==> src/hw/gpk_pkg.sv <==
// Package for the two-bit port: register map, field positions and the state record
package gpk_pkg;

    // Register byte offsets
    localparam logic [11:0] GPK_OFF_PIN_DATA = 12'h000;
    localparam logic [11:0] GPK_OFF_OUTPUT_ENABLE = 12'h004;
    localparam logic [11:0] GPK_OFF_FUNCTION_SELECT_ONE = 12'h008;
    localparam logic [11:0] GPK_OFF_FUNCTION_SELECT_TWO = 12'h00c;
    localparam logic [11:0] GPK_OFF_PULLUP_CONTROL = 12'h02c;
    localparam logic [11:0] GPK_OFF_INPUT_ENABLE = 12'h038;

    // Field positions
    localparam int GPK_BIT_PIN0 = 0;
    localparam int GPK_BIT_PIN1 = 1;
    localparam int GPK_BIT_RSVD = 2;

    // Stored field width: two pin bits plus the write-zero reserved bit
    localparam int GPK_FW = 3;

    // Writable masks per register
    localparam logic [2:0] GPK_MASK_FULL = 3'h7;
    localparam logic [2:0] GPK_MASK_FS2 = 3'h2;
    localparam logic [2:0] GPK_MASK_PUP = 3'h6;

    // Value after reset of every field
    localparam logic [2:0] GPK_FIELD_RST = 3'h0;
    localparam logic [31:0] GPK_WORD_ZERO = 32'h0000_0000;

    // Every stored bit of the block
    typedef struct packed {
        logic [2:0] dat;      // Pin data latch
        logic [2:0] oen;      // Output enables
        logic [2:0] fs1;      // Function select one
        logic [2:0] fs2;      // Function select two
        logic [2:0] pup;      // Pull-up control
        logic [2:0] ien;      // Input enables
        logic [1:0] sync1;    // First synchroniser stage
        logic [1:0] sync2;    // Second synchroniser stage
        logic pin0_oe;        // Open-drain pull-down enable
        logic pin1_o;         // Pin 1 output level
        logic pin1_oe;        // Pin 1 driver enable
        logic cec_rx;         // Line level seen by the CEC unit
        logic [31:0] prdata;  // Read data
        logic pslverr;        // Error answer
    } gpk_state_s;

    localparam gpk_state_s GPK_STATE_RST = '0;

endpackage : gpk_pkg

==> src/hw/gpk_port.sv <==
// Two-bit port with CEC, clock and alarm alternate functions behind APB
`timescale 1ns/1ps
module gpk_port
    import gpk_pkg::*;
(
    // Clock and reset
    input wire logic pclk,
    input wire logic presetn,
    // APB slave
    input wire logic psel,
    input wire logic penable,
    input wire logic pwrite,
    input wire logic [11:0] paddr,
    input wire logic [31:0] pwdata,
    output logic [31:0] prdata,
    output logic pready,
    output logic pslverr,
    // Pin 0, open drain
    input wire logic pin0_i,
    output logic pin0_o,
    output logic pin0_oe,
    // Pin 1, push-pull with pull-up
    input wire logic pin1_i,
    output logic pin1_o,
    output logic pin1_oe,
    output logic pin1_pullup_en,
    // Alternate-function peripherals
    input wire logic cec_tx_level,
    output logic cec_rx,
    input wire logic system_clock_output,
    input wire logic alarm_n
);

    // Registered state and its next value
    gpk_state_s st_reg;
    gpk_state_s st_next;

    // Access phase of a write
    logic wr_en;
    // Setup phase of any transfer
    logic setup;
    // Pin levels after the input gates
    logic [1:0] pin_seen;
    // Address hits a mapped register
    logic hit;
    // Read word before it is registered
    logic [31:0] rd_word;
    // Level the pin 0 stage asks for
    logic pin0_level;

    // Zero-wait slave: every access phase ends in one cycle
    assign pready = 1'b1;
    assign wr_en = psel && penable && pwrite;
    assign setup = psel && !penable;

    // Input gates follow the second synchroniser stage only
    assign pin_seen = st_reg.sync2 & st_reg.ien[1:0];

    // Address decode and read mux
    always_comb begin
        hit = 1'b1;
        rd_word = GPK_WORD_ZERO;
        unique case (paddr)
            GPK_OFF_PIN_DATA: begin
                // Pins read back through their input gates
                rd_word[GPK_BIT_PIN1:GPK_BIT_PIN0] = pin_seen;
                rd_word[GPK_BIT_RSVD] = st_reg.dat[GPK_BIT_RSVD];
            end
            GPK_OFF_OUTPUT_ENABLE: begin
                // Driver enables, bit 2 kept as stored
                rd_word[2:0] = st_reg.oen;
            end
            GPK_OFF_FUNCTION_SELECT_ONE: begin
                // Clock and CEC selects, bit 2 kept as stored
                rd_word[2:0] = st_reg.fs1;
            end
            GPK_OFF_FUNCTION_SELECT_TWO: begin
                // Only the alarm select bit exists
                rd_word[2:0] = st_reg.fs2 & GPK_MASK_FS2;
            end
            GPK_OFF_PULLUP_CONTROL: begin
                // Pin 0 has no pull-up
                rd_word[2:0] = st_reg.pup & GPK_MASK_PUP;
            end
            GPK_OFF_INPUT_ENABLE: begin
                // Input gates, bit 2 kept as stored
                rd_word[2:0] = st_reg.ien;
            end
            default: begin
                // Unmapped word answers with an error
                hit = 1'b0;
            end
        endcase
    end

    // Next-state logic
    always_comb begin
        st_next = st_reg;

        // Two-stage synchroniser on both pins
        st_next.sync1 = {pin1_i, pin0_i};
        st_next.sync2 = st_reg.sync1;

        // Read data and error are loaded in the setup phase
        if (setup) begin
            st_next.prdata = rd_word;
            st_next.pslverr = !hit;
        end

        // Writes land at the access-phase edge
        if (wr_en && hit) begin
            unique case (paddr)
                GPK_OFF_PIN_DATA: begin
                    // Output latch only; the read path shows the pins
                    st_next.dat = pwdata[2:0];
                end
                GPK_OFF_OUTPUT_ENABLE: begin
                    // Driver enables reach the pins one edge later
                    st_next.oen = pwdata[2:0];
                end
                GPK_OFF_FUNCTION_SELECT_ONE: begin
                    st_next.fs1 = pwdata[2:0];
                end
                GPK_OFF_FUNCTION_SELECT_TWO: begin
                    st_next.fs2 = pwdata[2:0] & GPK_MASK_FS2;
                end
                GPK_OFF_PULLUP_CONTROL: begin
                    st_next.pup = pwdata[2:0] & GPK_MASK_PUP;
                end
                GPK_OFF_INPUT_ENABLE: begin
                    st_next.ien = pwdata[2:0];
                end
                default: begin
                    // Decode already refused other addresses
                    st_next.dat = st_reg.dat;
                end
            endcase
        end

        // Pin 0 level: CEC transmitter or port data
        pin0_level = st_reg.fs1[GPK_BIT_PIN0] ? cec_tx_level : st_reg.dat[GPK_BIT_PIN0];
        // Open drain: pull down only for a low level
        st_next.pin0_oe = st_reg.oen[GPK_BIT_PIN0] && !pin0_level;

        // Pin 1 source: alarm first, then clock, then port data
        if (st_reg.fs2[GPK_BIT_PIN1]) begin
            st_next.pin1_o = alarm_n;
        end else if (st_reg.fs1[GPK_BIT_PIN1]) begin
            st_next.pin1_o = system_clock_output;
        end else begin
            st_next.pin1_o = st_reg.dat[GPK_BIT_PIN1];
        end
        st_next.pin1_oe = st_reg.oen[GPK_BIT_PIN1];

        // CEC receiver sees the gated pin 0 level when selected
        st_next.cec_rx = pin_seen[GPK_BIT_PIN0] && st_reg.fs1[GPK_BIT_PIN0];
    end

    // State register with asynchronous clear to the reset record
    // Only constants are loaded while reset is low
    always_ff @(posedge pclk or negedge presetn) begin
        if (!presetn) begin
            st_reg <= GPK_STATE_RST;
        end else begin
            st_reg <= st_next;
        end
    end

    // Outputs from the state register, except the constant pin 0 level
    assign prdata = st_reg.prdata;
    assign pslverr = st_reg.pslverr;
    // Pin 0 never drives high; only its enable moves
    assign pin0_o = 1'b0;
    assign pin0_oe = st_reg.pin0_oe;
    assign pin1_o = st_reg.pin1_o;
    assign pin1_oe = st_reg.pin1_oe;
    assign cec_rx = st_reg.cec_rx;

    // Pull-up gated by reset itself, not only by the register
    assign pin1_pullup_en = presetn && st_reg.pup[GPK_BIT_PIN1];
endmodule : gpk_port

==> config.mk <==
export PLATFORM = sky130hd
export DESIGN_NAME = gpk_port
export DESIGN_NICKNAME = d
export VERILOG_FILES = /design/src/hw/gpk_pkg.sv /design/src/hw/gpk_port.sv
export SDC_FILE = /design/constraint.sdc
export NUM_CORES = 1
export LEC_CHECK = 0
export BUFFER_PORTS_ARGS = -buffer_cell sky130_fd_sc_hd__buf_4
export CAP_MARGIN = 30
export CORE_UTILIZATION = 42
export CTS_CLUSTER_DIAMETER = 50
export DETAILED_ROUTE_END_ITERATION = 8
export HOLD_SLACK_MARGIN = 0.06
export PLACE_DENSITY = 0.79
export SETUP_SLACK_MARGIN = 0.4
export SLEW_MARGIN = 20
export SYNTH_ARGS = -nofsm -noshare
export SYNTH_HDL_FRONTEND = slang
export SYNTH_SLANG_ARGS = --single-unit
export TNS_END_PERCENT = 100
==> constraint.sdc <==
create_clock -name pclk -period 1.2 [get_ports pclk]
set_input_delay 0.24 -clock pclk [delete_from_list [all_inputs] [get_ports pclk]]
set_output_delay 0.24 -clock pclk [all_outputs]
set_load 0.005 [all_outputs]
; Word level (Yosys, flattened, before mapping)
; Cells that the tools add are included.
[word_totals]
ff_bits = 27
input_bits = 54
output_inout_bits = 40
wordCells = 43
[op_classes]
eq_ne = 5
n_mux = 5
bitwise_logic = 1
reduce_logical = 18
[op_table]
columns = op, n
row1 = $eq A12 B4 Y1 const B, 2
row2 = $eq A12 B6 Y1 const B, 2
row3 = $pmux W3 S6, 1
row4 = $eq A12 B3 Y1 const B, 1
row5 = $logic_not A12 Y1, 1
row6 = $reduce_and A2 Y1, 6
row7 = $logic_and A1 B1 Y1, 7
row8 = $reduce_or A6 Y1, 1
row9 = $mux W1, 4
row10 = $logic_not A1 Y1, 3
row11 = $and A2 B2 Y2, 1

; Logic depth before layout (Yosys ltp)
[depth]
depth_word = 5
depth_mapped = 5
ltp_nobuf = 4

; Least setup slack after synthesis
; No wires, ideal clock.
[synth_path]
kind = input-to-reg
from = in paddr[3]
to = reg st_reg, in the netlist st_next[34]
setup_ns = 0.125
arrival_ns = 1.303
required_time_ns = 1.075
setup_slack_ns = -0.228
stages = 5
path_buffers = 1
cell_sequence = buf_2 -> nor3_1 -> nand3_1 -> nor2_1 -> mux2_2
[synth_between]
elab_chain_cells = 5
word_cells_on_any_way = 10
classes_between = eq/ne (5) / mux (1) / reduce/logical (4)
[synth_rtl]
columns = item, line
row1 = start: declaration, gpk_port.sv:13  ; input wire logic [11:0] paddr,
row2 = $eq A12 B6 Y1 (tied with other cells), gpk_port.sv:63  ; unique case (paddr)
row3 = $reduce_or A6 Y1 (no line), --
row4 = $mux W1, gpk_port.sv:63
row5 = $logic_and A1 B1 Y1, gpk_port.sv:111  ; if (wr_en && hit) begin
row6 = $reduce_and A2 Y1 (no line) (*), --
row7 = end signal: assignment, gpk_port.sv:165  ; st_reg <= st_next;
row8 = end: declaration, gpk_port.sv:35  ; gpk_state_s st_reg;
; Mark *: on every way between the ends. The rest lies on a longest branch, timed or not.
; A chain may end at the register's enable or synchronous reset.

; Worst setup path in the final report
[layout_path]
from = in paddr[1]
to = reg st_reg[55] (netlist name)
; The elaborated chain is that of the path after synthesis.

==> results.py <==
metrics = {
    "run_status": {
        "outcome": "finished, violations left",
        "failed_checks": "negative setup slack",
    },
    "clock_network": {
        "clk_path_buf_depth": 2,
        "cts_buffers": 3,
        "root_buffer": "clkbuf_4",
        "clk_latency_ns": 0.34,
        "cts_sinks": 27,
        "cts_tree": "built",
        "cts_htree_levels": 1,
        "clk_pin_slew_ns": 0.15,
    },
    "place": {
        "port_buffers": 33,
        "dpl.hpwl_mm": 2.32,
        "pre_cts_ws_ns": -0.439,
        "placed_cells": 228,
        "gp_congestion": 0.877,
    },
    "power": {
        "powerDensity_nw_per_um2": 744,
        "seqPwrFrac_pct": 58.9,
        "leakage_nw": 1.07,
        "p_int_w": 0.00116,
        "p_sw_share_pct": 26.0,
        "irDropWorstVdd_mv": 0.482,
        "p_comb_share_pct": 15.2,
        "switching_power_w": 0.000406,
        "power_frac_clock_pct": 25.9,
    },
    "worst_setup_path": {
        "required_ns": 1.43,
        "cp-end-kind": "flop",
        "arrival_ns": 1.49,
        "crit_fanout": 3,
        "worstSetupStartpointType": "primary input",
        "crit_type": "in2reg",
    },
    "logic_synthesis": {
        "syn_inst": 138,
        "yosys.area_share.adder_pct": 0,
        "synthSimpleGateAreaFrac_pct": 15.6,
        "synth-seq-cells": 27,
        "synthMuxAreaShare_pct": 13.9,
        "yosys.cell_types.count": 30,
        "syn_area_per_cell_um2": 10.9,
        "yosysWarnings": 0,
        "yosysSeqAreaShare_pct": 44.9,
        "synth_top_family_by_area": "buffers and inverters",
        "synth_xor_area_share_pct": 0,
        "synth_area_um2": 1510,
        "synth_compound_area_share_pct": 6.98,
    },
    "floorplanning": {
        "die_h_um": 61.9,
        "initial_core_util_pct": 44.4,
        "rows": 21,
        "dieArea_um2": 3830,
        "ios": 94,
        "coreArea_um2": 3390,
        "die_w_um": 61.9,
    },
    "final_layout": {
        "area_delta_synth_final_pct": 39.5,
        "layout.cells.most_common_list": "buf_4 (46), conb_1 (31), dfrtp_1 (27)",
        "fin_util_pct": 61.9,
        "n_fill_cell": 273,
        "largest_register_ffs": 16,
        "antennaDiodeCount": 0,
        "finalNonFillerCells": 244,
        "nNetsFinal": 253,
        "drive_above_1_share_pct": 49.5,
        "final_common_cell": "buf_4",
    },
    "global_route": {
        "grt_pass1_vias": 1122,
        "grt_max_degree": 28,
        "antenna_found_initial": 0,
        "overflow": 0,
        "grt_pass1_wl_mm": 5.15,
        "grt_use_total_pct": 19.5,
    },
    "routing": {
        "ant_nets": 0,
        "viasPerCell": 4.64,
        "drtIter0Drc": 14,
        "drc": 0,
        "routed_wl_mm": 3.25,
        "first_pass_iters": 6,
        "vias": 1131,
        "wl_per_cell_um": 13.3,
    },
    "min_path": {
        "hold_path.class": "in2reg",
    },
    "timing": {
        "finalCriticalPeriod_ns": 1.26,
        "setup_ws_ns": -0.0575,
        "finalCritPeriodShare_pct": 105,
        "max_freq_mhz": 795,
        "report.final.hold_viol_count": 0,
        "rsz0062_at_grt": "true",
        "finalSetupViolCount": 8,
        "maxSlewViolCount": 0,
        "fin_skew_ns": 0.0109,
    },
    "flow_run": {
        "cap_violations": 0,
    },
}
==> per-layer routing <==
metal / global-route usage (%) / wire (µm) / vias up
li1: - / - / 538
met1: 23.6 / 1370 / 543
met2: 34.1 / 1680 / 43
met3: 2.48 / 120 / 7
met4: 9.52 / 73 / 0
met5: 0 / 0 / -
==> final timing paths <==
path | slack, ns | startpoint | end | depth (start not counted)
max | -0.06 | paddr[1] | st_reg[55] | 6
min | 0.11 | alarm_n | pin1_o | 3
max reg2reg | 0.03 | st_reg[45] | prdata[1] | 5
min reg2reg | 0.37 | st_next[37] | st_reg[37] | 0
max in group asynchronous | 0.51 | presetn | prdata[2] | 3
min in group asynchronous | 0.42 | presetn | st_reg[45] | 3
==> layout make-up <==
cell class                 instances  area [µm²]  share of cell area, %
clock inverter                     1        5.00                  0.238
multi-input combinational        102         798                   38.0
tap                               46        57.6                   2.74
timing repair buffer              63         533                   25.4
inverter                           2        7.51                  0.358
clock buffer                       3        22.5                   1.07
sequential                        27         676                   32.2
==> critical path, stage by stage <==
cell	delay [ns]
buf_6	0.10
nor4_4	0.36
nand3_1	0.18
nor2_2	0.17
buf_4	0.14
mux2_4	0.29
==> cells by family (layout without fill, tap and decap cells) <==
logic type	Yosys count	after routing
compound gates	16	16
simple gates	36	36
other cells	2	31
buf+inv	38	69
mux	19	19
flops	27	27
==> power groups by stage <==
stage / clock network (W) / registers [W] / logic, W
2_1_floorplan: 0 / 0.000937 / 0.000139
6_report: 0.000404 / 0.000920 / 0.000237
5_1_grt: 0.000445 / 0.000921 / 0.000267
3_3_place_gp: 0 / 0.000938 / 0.000209
3_5_place_dp: 0 / 0.000938 / 0.000212
4_1_cts: 0.000401 / 0.000921 / 0.000234
==> synthesized netlist by cell type <==
cell type,count,area [µm²]
a21boi_0,2,15.0
a21o_1,1,7.51
a21oi_1,1,5.00
a2bb2oi_1,2,17.5
a31oi_1,2,12.5
a32oi_1,1,8.76
and2_1,2,12.5
and3_1,2,12.5
and3b_1,1,8.76
buf_2,2,10.0
buf_4,34,255
conb_1,2,7.51
dfrtp_1,27,676
inv_1,2,7.51
mux2_2,15,169
mux2i_1,4,40.0
nand2_1,8,30.0
nand2b_1,1,6.26
nand3_1,5,25.0
nand3b_1,2,15.0
nand4_1,2,12.5
nor2_1,3,11.3
nor3_1,2,10.0
nor3_2,1,10.0
nor3b_1,1,7.51
nor3b_2,1,12.5
nor4_4,2,42.5
o21ai_0,6,30.0
o31a_1,1,8.76
or3_1,3,18.8
==> stage by stage <==
| step | hold slack [ns] | setup TNS [ns] | area [µm²] | power, W |
|---|---|---|---|---|
| global route | 0.127 | -0.933 | 2100 | 0.00163 |
| floorplan | -0.0556 | -2.35 | 1660 | 0.00108 |
| CTS | 0.116 | -0.0969 | 2060 | 0.00156 |
| detailed placement | 0.267 | -6.59 | 1840 | 0.00115 |
| finish | 0.106 | -0.218 | 2100 | 0.00156 |
| global placement | 0.262 | -6.33 | 1840 | 0.00115 |
==> repair_timing <==
action	4_1_cts	5_1_grt
setup endpoints to repair	30	30
resized for setup	27	7
hold endpoints to repair	29	0
setup buffers	6	3
pin swaps	7	3
hold buffers	3	0
(Power assumes the default switching activity.)
